## src/rpu_cfg.svh

```systemverilog
/*
  Register offsets, field positions, reset values and fixed attribute
  bytes for the region protection unit.
  Assumes it is included by bare name from the design files.
*/
`ifndef RPU_CFG_SVH
`define RPU_CFG_SVH

`define RPU_OFF_CTRL        12'h000
`define RPU_OFF_MTI0        12'h004
`define RPU_OFF_MTI1        12'h008
`define RPU_OFF_HMTI0       12'h00C
`define RPU_OFF_HMTI1       12'h010
`define RPU_OFF_STATUS      12'h014
`define RPU_OFF_FADDR       12'h018
`define RPU_PAGE_KREG       4'h1
`define RPU_PAGE_HREG       4'h2

`define RPU_CTRL_K_EN       0
`define RPU_CTRL_H_EN       1
`define RPU_CTRL_S2_EN      2
`define RPU_CTRL_K_BG       3
`define RPU_CTRL_H_BG       4

`define RPU_BAR_NOEXEC      0
`define RPU_BAR_PERM_LO     1
`define RPU_BAR_PERM_HI     2
`define RPU_BAR_DOM_LO      3
`define RPU_BAR_DOM_HI      4
`define RPU_LAR_EN          0
`define RPU_LAR_IDX_LO      1
`define RPU_LAR_IDX_HI      3
`define RPU_ADDR_LO         6

`define RPU_GRAN_ZERO       6'h00
`define RPU_GRAN_ONES       6'h3F

`define RPU_RST_WORD        32'h0000_0000
`define RPU_DFLT_NORMAL     8'h44
`define RPU_DFLT_DEV_E      8'h04
`define RPU_DFLT_DEV_NE     8'h00
`define RPU_NC_NIBBLE       4'h4
`define RPU_DEV_NIBBLE      4'h0
`define RPU_SHARE_NON       2'h0
`define RPU_SHARE_OUTER     2'h2
`define RPU_SHARE_INNER     2'h3

`endif

```

## src/rpu_pkg.sv

```systemverilog
/*
  Types shared by the region protection unit files.
  Assumes nothing of its surroundings.
*/
package rpu_pkg;

   typedef enum logic [1:0] {
      RPU_NC = 2'h0,
      RPU_WT = 2'h1,
      RPU_WB = 2'h2
   } rpu_cache_t;

   typedef enum logic [1:0] {
      RPU_UNPRIV = 2'h0,
      RPU_KERNEL = 2'h1,
      RPU_HYP    = 2'h2
   } rpu_tier_t;

   typedef struct packed {
      logic       dev;
      logic [1:0] dev_kind;
      rpu_cache_t inner;
      rpu_cache_t outer;
      logic [1:0] inner_alloc;
      logic [1:0] outer_alloc;
      logic [1:0] share;
   } rpu_attr_t;

endpackage : rpu_pkg

```

## src/rpu_attr_decode.sv

```systemverilog
/*
  Decodes one memory-type slot byte into type, cacheability and hints.
  Assumes the slot byte is already selected by the caller.
*/
`timescale 1ns/1ps
`include "rpu_cfg.svh"
module rpu_attr_decode (
   input  logic [7:0]         slot,
   output logic               dev,
   output logic [1:0]         dev_kind,
   output rpu_pkg::rpu_cache_t inner,
   output rpu_pkg::rpu_cache_t outer,
   output logic [1:0]         inner_alloc,
   output logic [1:0]         outer_alloc
);
   import rpu_pkg::*;

   function automatic rpu_cache_t nib_cache(input logic [3:0] nib);
      if (nib == `RPU_NC_NIBBLE || nib == `RPU_DEV_NIBBLE)
         return RPU_NC;
      return nib[2] ? RPU_WB : RPU_WT;
   endfunction : nib_cache

   always_comb
   begin
      dev         = (slot[7:4] == `RPU_DEV_NIBBLE);
      dev_kind    = dev ? slot[3:2] : 2'h0;
      inner       = dev ? RPU_NC : nib_cache(slot[3:0]);
      outer       = dev ? RPU_NC : nib_cache(slot[7:4]);
      inner_alloc = (inner == RPU_NC) ? 2'h0 : slot[1:0];
      outer_alloc = (outer == RPU_NC) ? 2'h0 : slot[5:4];
   end

endmodule : rpu_attr_decode

```

## src/rpu_region_match.sv

```systemverilog
/*
  Parallel base/limit compare over one set of protection regions.
  Assumes regions do not overlap; the lowest hit index is reported.
*/
`timescale 1ns/1ps
`include "rpu_cfg.svh"
module rpu_region_match #(
   parameter int NREG = 8,
   parameter int IW   = 3
) (
   input  logic [31:0]           addr,
   input  logic [NREG-1:0][31:0] base,
   input  logic [NREG-1:0][31:0] limit,
   output logic                  hit,
   output logic [IW-1:0]         idx
);
   import rpu_pkg::*;

   logic [NREG-1:0] in_rgn;

   genvar g;
   generate
      for (g = 0; g < NREG; g++)
      begin : g_cmp
         assign in_rgn[g] = limit[g][`RPU_LAR_EN]
            & (addr >= {base[g][31:`RPU_ADDR_LO], `RPU_GRAN_ZERO})
            & (addr <= {limit[g][31:`RPU_ADDR_LO], `RPU_GRAN_ONES});
      end
   endgenerate

   always_comb
   begin
      hit = |in_rgn;
      idx = '0;
      for (int i = NREG - 1; i >= 0; i--)
      begin
         if (in_rgn[i])
            idx = IW'(i);
      end
   end

endmodule : rpu_region_match

```

## src/rpu_top.sv

```systemverilog
/*
  Region protection unit: Avalon-MM register slave, kernel-tier and
  hypervisor-tier region sets, two-stage permission and attribute check.
  Assumes core requests are synchronous to clock and answered one cycle later.
*/
// Our own choices: the Avalon-MM slave port and the register offsets.
`timescale 1ns/1ps
`include "rpu_cfg.svh"
module rpu_top #(
   parameter int NREG = 8
) (
   input  logic                clock,
   input  logic                rst_b,
   input  logic [11:0]         avs_address,
   input  logic                avs_read,
   input  logic                avs_write,
   input  logic [31:0]         avs_writedata,
   input  logic [3:0]          avs_byteenable,
   output logic [31:0]         avs_readdata,
   output logic                avs_waitrequest,
   input  logic                req_valid,
   input  logic [31:0]         req_addr,
   input  rpu_pkg::rpu_tier_t  req_tier,
   input  logic                req_write,
   input  logic                req_fetch,
   output logic                resp_valid,
   output logic [31:0]         resp_paddr,
   output logic                resp_fault_s1,
   output logic                resp_fault_s2,
   output logic                resp_background,
   output logic                resp_device,
   output logic [1:0]          resp_dev_kind,
   output rpu_pkg::rpu_cache_t resp_inner,
   output rpu_pkg::rpu_cache_t resp_outer,
   output logic [1:0]          resp_inner_alloc,
   output logic [1:0]          resp_outer_alloc,
   output logic [1:0]          resp_share
);
   import rpu_pkg::*;

   localparam int IW = (NREG > 1) ? $clog2(NREG) : 1;

   logic                 rst_meta_b;
   logic                 rst_sync_b;
   logic [31:0]          ctrl_reg;
   logic [31:0]          mem_type_indirect_reg [2];
   logic [31:0]          hyp_mem_type_indirect_reg [2];
   logic [NREG-1:0][31:0] region_base_reg;
   logic [NREG-1:0][31:0] region_limit_reg;
   logic [NREG-1:0][31:0] hyp_region_base_reg;
   logic [NREG-1:0][31:0] hyp_region_limit_reg;
   logic [31:0]          fault_addr;
   logic [31:0]          next_ctrl_reg;
   logic [31:0]          next_mti [2];
   logic [31:0]          next_hmti [2];
   logic [NREG-1:0][31:0] next_kbar;
   logic [NREG-1:0][31:0] next_klar;
   logic [NREG-1:0][31:0] next_hbar;
   logic [NREG-1:0][31:0] next_hlar;
   logic [31:0]          next_readdata;
   logic                 next_waitrequest;
   logic [31:0]          next_fault_addr;
   logic                 bus_req;
   logic                 bus_take;
   logic [4:0]           rgn_sel;
   logic                 rgn_ok;
   logic [31:0]          rd_word;
   logic                 k_hit;
   logic                 h_hit;
   logic [IW-1:0]        k_idx;
   logic [IW-1:0]        h_idx;
   logic [31:0]          k_bar;
   logic [31:0]          k_lar;
   logic [31:0]          h_bar;
   logic [31:0]          h_lar;
   logic [7:0]           k_slot;
   logic [7:0]           h_slot;
   logic [7:0]           d_slot;
   rpu_attr_t            k_attr;
   rpu_attr_t            h_attr;
   rpu_attr_t            d_attr;
   rpu_attr_t            res_attr;
   rpu_attr_t            next_attr;
   logic                 next_valid;
   logic                 next_f1;
   logic                 next_f2;
   logic                 next_bg;

   // Reset release through two flops
   always_ff @(posedge clock or negedge rst_b)
   begin
      if (!rst_b)
      begin
         rst_meta_b <= 1'b0;
         rst_sync_b <= 1'b0;
      end
      else
      begin
         rst_meta_b <= 1'b1;
         rst_sync_b <= rst_meta_b;
      end
   end

   function automatic logic [31:0] be_merge(input logic [31:0] old, input logic [31:0] wd,
                                            input logic [3:0] be);
      logic [31:0] r;
      r = old;
      for (int b = 0; b < 4; b++)
      begin
         if (be[b])
            r[8*b +: 8] = wd[8*b +: 8];
      end
      return r;
   endfunction : be_merge

   // Unprivileged needs perm_lo, write needs perm_hi clear, fetch needs no_execute_flag clear
   function automatic logic perm_ok(input logic [31:0] bar, input logic priv, input logic wr,
                                    input logic fetch);
      return (priv | bar[`RPU_BAR_PERM_LO]) & ~(wr & bar[`RPU_BAR_PERM_HI])
             & ~(fetch & bar[`RPU_BAR_NOEXEC]);
   endfunction : perm_ok

   function automatic logic [7:0] pick_slot(input logic [31:0] lar, input logic [31:0] m0,
                                            input logic [31:0] m1);
      logic [2:0]  ix;
      logic [31:0] m;
      ix = lar[`RPU_LAR_IDX_HI:`RPU_LAR_IDX_LO];
      m  = ix[2] ? m1 : m0;
      return m[8*ix[1:0] +: 8];
   endfunction : pick_slot

   function automatic rpu_cache_t cmin(input rpu_cache_t a, input rpu_cache_t b);
      return (a < b) ? a : b;
   endfunction : cmin

   function automatic rpu_attr_t with_share(input rpu_attr_t a, input logic [1:0] dom);
      rpu_attr_t r;
      r = a;
      r.share = dom;
      if (a.dev || (a.inner == RPU_NC && a.outer == RPU_NC))
         r.share = `RPU_SHARE_OUTER;
      return r;
   endfunction : with_share

   function automatic rpu_attr_t combine(input rpu_attr_t a, input rpu_attr_t b);
      rpu_attr_t r;
      r = a;
      r.dev = a.dev | b.dev;
      if (a.dev && b.dev)
         r.dev_kind = (a.dev_kind < b.dev_kind) ? a.dev_kind : b.dev_kind;
      else
         r.dev_kind = a.dev ? a.dev_kind : b.dev_kind;
      r.inner       = r.dev ? RPU_NC : cmin(a.inner, b.inner);
      r.outer       = r.dev ? RPU_NC : cmin(a.outer, b.outer);
      r.inner_alloc = (r.inner == RPU_NC) ? 2'h0 : (a.inner_alloc & b.inner_alloc);
      r.outer_alloc = (r.outer == RPU_NC) ? 2'h0 : (a.outer_alloc & b.outer_alloc);
      if (a.share == `RPU_SHARE_OUTER || b.share == `RPU_SHARE_OUTER)
         r.share = `RPU_SHARE_OUTER;
      else if (a.share == `RPU_SHARE_INNER || b.share == `RPU_SHARE_INNER)
         r.share = `RPU_SHARE_INNER;
      else
         r.share = `RPU_SHARE_NON;
      return with_share(r, r.share);
   endfunction : combine

   // Register slave: one wait cycle, then accept
   always_comb
   begin
      bus_req          = avs_read | avs_write;
      bus_take         = bus_req & ~avs_waitrequest;
      next_waitrequest = ~(bus_req & avs_waitrequest);
      rgn_sel          = avs_address[7:3];
      rgn_ok           = (int'(rgn_sel) < NREG);
      rd_word          = 32'h0000_0000;
      unique case (avs_address[11:8])
         4'h0:
         begin
            unique case ({avs_address[7:2], 2'h0})
               8'(`RPU_OFF_CTRL):   rd_word = ctrl_reg;
               8'(`RPU_OFF_MTI0):   rd_word = mem_type_indirect_reg[0];
               8'(`RPU_OFF_MTI1):   rd_word = mem_type_indirect_reg[1];
               8'(`RPU_OFF_HMTI0):  rd_word = hyp_mem_type_indirect_reg[0];
               8'(`RPU_OFF_HMTI1):  rd_word = hyp_mem_type_indirect_reg[1];
               8'(`RPU_OFF_STATUS): rd_word = {29'h0000_0000, resp_fault_s2, resp_fault_s1, resp_background};
               8'(`RPU_OFF_FADDR):  rd_word = fault_addr;
               default:             rd_word = 32'h0000_0000;
            endcase
         end
         `RPU_PAGE_KREG:
         begin
            if (rgn_ok)
               rd_word = avs_address[2] ? region_limit_reg[rgn_sel] : region_base_reg[rgn_sel];
         end
         `RPU_PAGE_HREG:
         begin
            if (rgn_ok)
               rd_word = avs_address[2] ? hyp_region_limit_reg[rgn_sel] : hyp_region_base_reg[rgn_sel];
         end
         default: rd_word = 32'h0000_0000;
      endcase
      next_readdata = (avs_read & avs_waitrequest) ? rd_word : avs_readdata;
      next_ctrl_reg = ctrl_reg;
      next_mti      = mem_type_indirect_reg;
      next_hmti     = hyp_mem_type_indirect_reg;
      next_kbar     = region_base_reg;
      next_klar     = region_limit_reg;
      next_hbar     = hyp_region_base_reg;
      next_hlar     = hyp_region_limit_reg;
      if (bus_take && avs_write)
      begin
         if (avs_address[11:8] == 4'h0)
         begin
            unique case ({avs_address[7:2], 2'h0})
               8'(`RPU_OFF_CTRL):  next_ctrl_reg = be_merge(ctrl_reg, avs_writedata, avs_byteenable);
               8'(`RPU_OFF_MTI0):  next_mti[0]  = be_merge(next_mti[0], avs_writedata, avs_byteenable);
               8'(`RPU_OFF_MTI1):  next_mti[1]  = be_merge(next_mti[1], avs_writedata, avs_byteenable);
               8'(`RPU_OFF_HMTI0): next_hmti[0] = be_merge(next_hmti[0], avs_writedata, avs_byteenable);
               8'(`RPU_OFF_HMTI1): next_hmti[1] = be_merge(next_hmti[1], avs_writedata, avs_byteenable);
               default:            next_ctrl_reg = ctrl_reg;
            endcase
         end
         else if (avs_address[11:8] == `RPU_PAGE_KREG && rgn_ok)
         begin
            if (avs_address[2])
               next_klar[rgn_sel] = be_merge(region_limit_reg[rgn_sel], avs_writedata, avs_byteenable);
            else
               next_kbar[rgn_sel] = be_merge(region_base_reg[rgn_sel], avs_writedata, avs_byteenable);
         end
         else if (avs_address[11:8] == `RPU_PAGE_HREG && rgn_ok)
         begin
            if (avs_address[2])
               next_hlar[rgn_sel] = be_merge(hyp_region_limit_reg[rgn_sel], avs_writedata, avs_byteenable);
            else
               next_hbar[rgn_sel] = be_merge(hyp_region_base_reg[rgn_sel], avs_writedata, avs_byteenable);
         end
      end
   end

   always_ff @(posedge clock or negedge rst_sync_b)
   begin
      if (!rst_sync_b)
      begin
         avs_waitrequest           <= 1'b1;
         avs_readdata              <= `RPU_RST_WORD;
         ctrl_reg                  <= `RPU_RST_WORD;
         mem_type_indirect_reg     <= '{default: `RPU_RST_WORD};
         hyp_mem_type_indirect_reg <= '{default: `RPU_RST_WORD};
         region_base_reg           <= '0;
         region_limit_reg          <= '0;
         hyp_region_base_reg       <= '0;
         hyp_region_limit_reg      <= '0;
      end
      else
      begin
         avs_waitrequest           <= next_waitrequest;
         avs_readdata              <= next_readdata;
         ctrl_reg                  <= next_ctrl_reg;
         mem_type_indirect_reg     <= next_mti;
         hyp_mem_type_indirect_reg <= next_hmti;
         region_base_reg           <= next_kbar;
         region_limit_reg          <= next_klar;
         hyp_region_base_reg       <= next_hbar;
         hyp_region_limit_reg      <= next_hlar;
      end
   end

   rpu_region_match #(.NREG(NREG), .IW(IW)) u_kmatch (
      .addr  (req_addr),
      .base  (region_base_reg),
      .limit (region_limit_reg),
      .hit   (k_hit),
      .idx   (k_idx)
   );

   rpu_region_match #(.NREG(NREG), .IW(IW)) u_hmatch (
      .addr  (req_addr),
      .base  (hyp_region_base_reg),
      .limit (hyp_region_limit_reg),
      .hit   (h_hit),
      .idx   (h_idx)
   );

   always_comb
   begin
      k_bar  = region_base_reg[k_idx];
      k_lar  = region_limit_reg[k_idx];
      h_bar  = hyp_region_base_reg[h_idx];
      h_lar  = hyp_region_limit_reg[h_idx];
      k_slot = pick_slot(k_lar, mem_type_indirect_reg[0], mem_type_indirect_reg[1]);
      h_slot = pick_slot(h_lar, hyp_mem_type_indirect_reg[0], hyp_mem_type_indirect_reg[1]);
      d_slot = (req_addr[31:30] == 2'h3) ? `RPU_DFLT_DEV_NE :
               (req_addr[31:30] == 2'h2) ? `RPU_DFLT_DEV_E : `RPU_DFLT_NORMAL;
   end

   rpu_attr_decode u_kdec (
      .slot        (k_slot),
      .dev         (k_attr.dev),
      .dev_kind    (k_attr.dev_kind),
      .inner       (k_attr.inner),
      .outer       (k_attr.outer),
      .inner_alloc (k_attr.inner_alloc),
      .outer_alloc (k_attr.outer_alloc)
   );
   assign k_attr.share = k_bar[`RPU_BAR_DOM_HI:`RPU_BAR_DOM_LO];

   rpu_attr_decode u_hdec (
      .slot        (h_slot),
      .dev         (h_attr.dev),
      .dev_kind    (h_attr.dev_kind),
      .inner       (h_attr.inner),
      .outer       (h_attr.outer),
      .inner_alloc (h_attr.inner_alloc),
      .outer_alloc (h_attr.outer_alloc)
   );
   assign h_attr.share = h_bar[`RPU_BAR_DOM_HI:`RPU_BAR_DOM_LO];

   rpu_attr_decode u_ddec (
      .slot        (d_slot),
      .dev         (d_attr.dev),
      .dev_kind    (d_attr.dev_kind),
      .inner       (d_attr.inner),
      .outer       (d_attr.outer),
      .inner_alloc (d_attr.inner_alloc),
      .outer_alloc (d_attr.outer_alloc)
   );
   assign d_attr.share = `RPU_SHARE_OUTER;

   // Access check; answer registered one cycle after the request
   always_comb
   begin
      logic priv;
      logic dflt_ok;
      priv     = (req_tier != RPU_UNPRIV);
      dflt_ok  = ~(req_fetch & req_addr[31]);
      next_f1  = 1'b0;
      next_f2  = 1'b0;
      next_bg  = 1'b0;
      res_attr = d_attr;
      if (req_tier == RPU_HYP)
      begin
         if (!ctrl_reg[`RPU_CTRL_H_EN] || (!h_hit && ctrl_reg[`RPU_CTRL_H_BG]))
         begin
            next_bg = 1'b1;
            next_f1 = ~dflt_ok;
         end
         else if (h_hit)
         begin
            res_attr = with_share(h_attr, h_attr.share);
            next_f1  = ~perm_ok(h_bar, priv, req_write, req_fetch);
         end
         else
            next_f1 = 1'b1;
      end
      else
      begin
         if (!ctrl_reg[`RPU_CTRL_K_EN] || (!k_hit && priv && ctrl_reg[`RPU_CTRL_K_BG]))
         begin
            next_bg = 1'b1;
            next_f1 = ~dflt_ok;
         end
         else if (k_hit)
         begin
            res_attr = with_share(k_attr, k_attr.share);
            next_f1  = ~perm_ok(k_bar, priv, req_write, req_fetch);
         end
         else
            next_f1 = 1'b1;
         if (ctrl_reg[`RPU_CTRL_S2_EN] && ctrl_reg[`RPU_CTRL_H_EN])
         begin
            next_f2  = ~next_f1 & ~(h_hit && perm_ok(h_bar, priv, req_write, req_fetch));
            res_attr = combine(res_attr, h_attr);
         end
      end
      next_valid      = req_valid;
      next_attr       = res_attr;
      next_fault_addr = (req_valid && (next_f1 || next_f2)) ? req_addr : fault_addr;
   end

   always_ff @(posedge clock or negedge rst_sync_b)
   begin
      if (!rst_sync_b)
      begin
         resp_valid       <= 1'b0;
         resp_paddr       <= `RPU_RST_WORD;
         resp_fault_s1    <= 1'b0;
         resp_fault_s2    <= 1'b0;
         resp_background  <= 1'b0;
         resp_device      <= 1'b0;
         resp_dev_kind    <= 2'h0;
         resp_inner       <= RPU_NC;
         resp_outer       <= RPU_NC;
         resp_inner_alloc <= 2'h0;
         resp_outer_alloc <= 2'h0;
         resp_share       <= `RPU_SHARE_NON;
         fault_addr       <= `RPU_RST_WORD;
      end
      else
      begin
         resp_valid       <= next_valid;
         resp_paddr       <= req_addr;
         resp_fault_s1    <= next_f1;
         resp_fault_s2    <= next_f2;
         resp_background  <= next_bg;
         resp_device      <= next_attr.dev;
         resp_dev_kind    <= next_attr.dev_kind;
         resp_inner       <= next_attr.inner;
         resp_outer       <= next_attr.outer;
         resp_inner_alloc <= next_attr.inner_alloc;
         resp_outer_alloc <= next_attr.outer_alloc;
         resp_share       <= next_attr.share;
         fault_addr       <= next_fault_addr;
      end
   end

endmodule : rpu_top

```

## config.mk

```make
export PLATFORM = sky130hd
export DESIGN_NAME = rpu_top
export DESIGN_NICKNAME = d
export VERILOG_FILES = /design/src/rpu_pkg.sv /design/src/rpu_attr_decode.sv /design/src/rpu_region_match.sv /design/src/rpu_top.sv
export VERILOG_INCLUDE_DIRS = /design/src
export SDC_FILE = /design/constraint.sdc
export NUM_CORES = 2
export LEC_CHECK = 0
export ABC_CLOCK_PERIOD_IN_PS = 69500
export BUFFER_PORTS_ARGS = -buffer_cell sky130_fd_sc_hd__buf_2
export CAP_MARGIN = 20
export CORE_MARGIN = 10
export CORE_UTILIZATION = 45
export CTS_CLUSTER_DIAMETER = 200
export DETAILED_ROUTE_END_ITERATION = 8
export PLACE_DENSITY = 0.62
export SYNTH_ARGS = -nofsm -noshare
export SYNTH_HDL_FRONTEND = slang
export SYNTH_HIERARCHICAL = 1
export SYNTH_SLANG_ARGS = --single-unit
```

## constraint.sdc

```tcl
create_clock -name clock -period 69.5 [get_ports clock]
set_input_delay 13.9 -clock clock [delete_from_list [all_inputs] [get_ports clock]]
set_output_delay 13.9 -clock clock [all_outputs]
set_load 0.03 [all_outputs]
```

After elaboration in Yosys (flattened, before gate mapping)
Cells that the tools add are included.
{"block": "totals", "regBits": 1300, "elab_cells": 478, "in_bits": 89, "output_inout_bits": 82}
{"block": "classes", "bitwise": 64, "shifts": 2, "order_cmp": 40, "reduce_logical": 75, "eq_ne": 21, "n_mux": 207}
{"operator": "$bwmux 256", "count": 4}
{"operator": "$bmux 32 s3", "count": 8}
{"operator": "$mux 8", "count": 88}
{"operator": "$ge 32x32->1", "count": 16}
{"operator": "$le 32x32->1", "count": 16}
{"operator": "$mux 32", "count": 11}
{"operator": "$pmux 32 s7", "count": 1}
{"operator": "$demux 32 s3", "count": 1}
{"operator": "$pmux 32 s3", "count": 1}
{"operator": "$mux 2", "count": 47}
{"operator": "$mux 13", "count": 7}
{"operator": "$reduce_and 4->1", "count": 22}
{"operator": "$shiftx 32x6->8", "count": 2}
{"operator": "$mux 3", "count": 16}
{"operator": "$and 1x1->1", "count": 45}
{"operator": "$logic_not 4->1", "count": 7}
{"operator": "$eq 4x3->1 const B", "count": 5}
{"operator": "$eq 6x3->1 const B", "count": 3}
{"operator": "$mux 1", "count": 17}
{"operator": "$logic_not 2->1", "count": 8}
{"operator": "$reduce_or 8->1", "count": 2}
{"operator": "$eq 2x2->1 const B", "count": 7}
{"operator": "$logic_and 1x1->1", "count": 14}
{"operator": "$logic_or 1x1->1", "count": 14}
{"operator": "19 further kinds", "count": 47}

Logic depth before layout (Yosys ltp)
{"block": "depth", "depth_word": 36, "mapped_depth": 29, "mapped_depth_nobuf": 26}

Hierarchy
Netlist, hierarchy kept.
{"mod": "rpu_top", "area_per_inst_um2": 61641.6, "seq_area_each_um2": 32532.5, "n_inst": 1, "cells_each": 4278}
{"mod": "rpu_region_match", "area_per_inst_um2": 10631.4, "seq_area_each_um2": 0.0, "n_inst": 2, "cells_each": 1503}
{"mod": "rpu_attr_decode", "area_per_inst_um2": 86.3, "seq_area_each_um2": 0.0, "n_inst": 3, "cells_each": 13}

Least setup slack after synthesis
Ideal clock, no wire load.
{"block": "synth_path", "path_kind": "input to register", "startpoint": "in req_addr[30]", "endpoint": "reg resp_share[1]", "path_stages": 24, "required_ns": 69.414, "arrival_ns": 19.680, "setup_slack_ns": 49.734, "setup_time_ns": 0.086, "path_cell_list": "ha_1 nand4_2 nor4_2 nor3b_2 nand2_1 or4_4 a32oi_1 o311ai_0 a21oi_1 buf_6 mux4_2 mux2i_1 buf_2 mux2_1 o211ai_1 o21ai_1 nor4_4 nor3b_1 mux2_2 ha_1 o32a_1 o41ai_1 o21ai_1 a32oi_1"}
{"element": "from (decl)", "line_no": "rpu_top.sv:22", "source": "input logic [31:0] req_addr,"}
{"element": "to (signal assigned)", "line_no": "rpu_top.sv:394", "source": "resp_share <= `RPU_SHARE_NON;"}
{"element": "to (signal assigned)", "line_no": "rpu_top.sv:410", "source": "resp_share <= next_attr.share;"}
{"element": "to (decl)", "line_no": "rpu_top.sv:37", "source": "output logic [1:0] resp_share"}

==> results.json <==
{
  "cp_max_delay_cell": "nor4_1",
  "ir_worst_vdd_mv": 0.02429,
  "antenna_violations_before_repair": 31,
  "reg2reg_to": "resp_share[1]",
  "die_h_um": 449.9,
  "grt_first_pass_wirelength_um": 440100,
  "track_usage_pct": 29.20,
  "timing_worst_slew_pin_value_ns": 1.274,
  "synth_enable_flop_cells": 0,
  "worst_hold_path.num_cells": 0,
  "number_of_global_route_vias_before_repair": 63730,
  "mostFrequentLayoutCells": "dfrtp_1, mux2_2, inv_1, ha_1, nor2_1",
  "routed-via-count": 62930,
  "ys_ff_latch": 1300,
  "place_hpwl_um": 218100,
  "rsz0062_at_grt": "no",
  "final-hold-violation-count": 0,
  "leakage_nw": 42.46,
  "firstDrtPassIters": 6,
  "slew_viols_final": 0,
  "setup.worst_path.class": "in2reg",
  "synth_sequential_area_ratio_pct": 39.12,
  "netlist_area_um2": 83160,
  "setup.worst_path.start": "req_addr[30]",
  "critical-path-max-stage-delay_ns": 0.91,
  "die_width_um": 449.9,
  "core_region_area_um2": 183500,
  "synthesis.yosys.warnings": 6,
  "detail_route.vias_per_cell": 6.219,
  "final-setup-viol-count": 0,
  "layout_commonest_cell": "dfrtp_1",
  "yosys_most_used_dff": "dfrtp_1",
  "antenna_left": 0,
  "critical_path.reg2reg.startpoint": "hyp_region_limit_reg[221]",
  "total_negative_setup_slacks_ns": 0,
  "cts_post_setup_buffers_inserted": 0,
  "ys_async_sr_fraction_pct": 100.0,
  "hold_path.startpoint": "rst_meta_b",
  "grt_max_degree": 192,
  "result_of_the_run": "finished clean",
  "cts_root_buf": "clkbuf_16",
  "post_route_cells_drive_above_1_share_pct": 25.50,
  "critical_path_peak_fanout": 32,
  "synthToLayoutAreaGrowth_pct": 11.56,
  "period_share_pct": 32.75,
  "numPortBuffers": 168,
  "syn-instance-count": 7323,
  "hold_slack_ns": 0.3533,
  "final_period_minus_worst_setup_slack_ns": 22.76,
  "cts_tree": "done",
  "highest-signal-layer": "met5",
  "synth.distinct_cells": 87,
  "remaining_drc_errors": 0,
  "clk_pin_slew_worst_paths_ns": 0.06,
  "cts_resized": 0,
  "ios": 171,
  "timing.critical_path.to_type": "flip-flop",
  "die_area_um2": 202400,
  "maxSlewHeadroom_pct": 14.79,
  "first_iter_violations": 6173,
  "wl_met1_um": 120000,
  "ctsHoldBuffers": 0,
  "detailroute.wirelength.met2_um": 139200,
  "synth_area_per_cell_um2": 11.36,
  "postLayoutCellArea_um2": 92770,
  "fin_nets": 8440,
  "wl_um": 305000,
  "cts_htree_levels": 4,
  "critical_path_required_ns": 70.25,
  "clock-sinks": 1300,
  "hold_path_class": "reg2reg",
  "worst_setup_path_start_kind": "primary input",
  "routedWlPerCell_um": 30.14,
  "worstPathArrival_ns": 23.51,
  "power_density_nw_per_um2": 19.68,
  "clock-skew-final_ns": 0.03536,
  "floorplan.rows": 157,
  "n_fill_cell": 16310,
  "gpl.final_weighted_congestion": 0.9777,
  "overflow": 0,
  "cts-buffers-inserted": 156,
  "clock_tree.buffer_depth": 3,
  "clk-insertion-delay-late_ns": 0.84,
  "dpl_cell_area_um2": 87280,
  "worst-r2r-cell-count": 26,
  "wl_met3_um": 23090,
  "floorplan.initialDensity_pct": 45.33,
  "hold-path-endpoint": "rst_sync_b",
  "maxCapViolations": 0,
  "achievable-frequency_mhz": 43.94,
  "setup.reg_to_reg.worst_slack_ns": 60.24
}
power breakdown:
part | internal, mW | switching [mW]
clock | 0.518 | 0.354
combinational | 0.0558 | 0.127
sequential | 0.765 | 0.00564
total | 1.34 | 0.487
synth_stat cells, drive strengths merged, types with 74 or more instances:
cell,number,area share [%]
inv,855,3.9
a211oi,139,1.3
dfrtp,1299,39
a21o,109,0.98
a21oi,348,2.1
nor2,372,1.7
nand4,124,0.95
clkbuf,134,0.60
nand2,328,1.5
mux2,1331,18
ha,838,13
o211ai,74,0.67
mux4,281,7.6
buf,163,1.0
mux2i,121,1.5
o21ai,191,1.1
metal layers:
metal	vias to the layer above	track usage (%)
met1	32210	36.31
li1	27140	-
met2	2759	46.36
met4	2	18.82
met3	821	5.731
met5	-	0
per-stage QoR:
| step | cells | total power [mW] | setup WS, ns | utilization, % |
|---|---|---|---|---|
| 3_3_place_gp | 9814 | 0.9585 | 46.34 | 47.56 |
| 2_1_floorplan | 7336 | 0.8872 | 30.58 | - |
| 5_1_grt | 10110 | 1.881 | 46.83 | 50.56 |
| 4_1_cts | 10100 | 1.832 | 47.04 | 50.52 |
| 3_5_place_dp | 9817 | 0.9624 | 46.21 | 47.57 |
| 6_report | 10120 | 1.826 | 46.74 | 50.57 |
cells by family after synthesis:
logic type | synth area share (%)
flip-flops | 39.12
AND/OR/NAND/NOR | 6.620
other | 0.009030
adder cells (fa/ha/maj) | 12.61
multiplexers | 27.22
AO/OA/AOI/OAI | 8.940
buffers and inverters | 5.481
worst max-delay path by stage:
stage / to / depth (start not counted)
2_1_floorplan: avs_readdata[0] / 0
6_report: resp_share[1] / 27
5_1_grt: resp_share[1] / 27
3_3_place_gp: resp_share[1] / 27
3_5_place_dp: resp_share[1] / 27
4_1_cts: resp_share[1] / 27
worst max-delay path, delay by kind of cell:
kind	cells	cell delay, ns
AO/OA/AOI/OAI	11	3.43
buffers and inverters	5	1.88
adder cells (fa/ha/maj)	2	0.47
multiplexers	3	1.19
AND/OR/NAND/NOR	6	2.48
area by class of cell:
class / count / area [µm²] / share of cell area [%]
Multi-Input combinational cell: 4880 / 46420 / 50.04
Sequential cell: 1300 / 32540 / 35.07
Clock buffer: 222 / 4526 / 4.878
Inverter: 859 / 3224 / 3.475
Tap cell: 2464 / 3083 / 3.323
Timing Repair Buffer: 316 / 2052 / 2.212
Clock inverter: 62 / 889.6 / 0.9589
Antenna cell: 16 / 40.04 / 0.04316
Note: power is estimated with default switching activity, not from simulation.
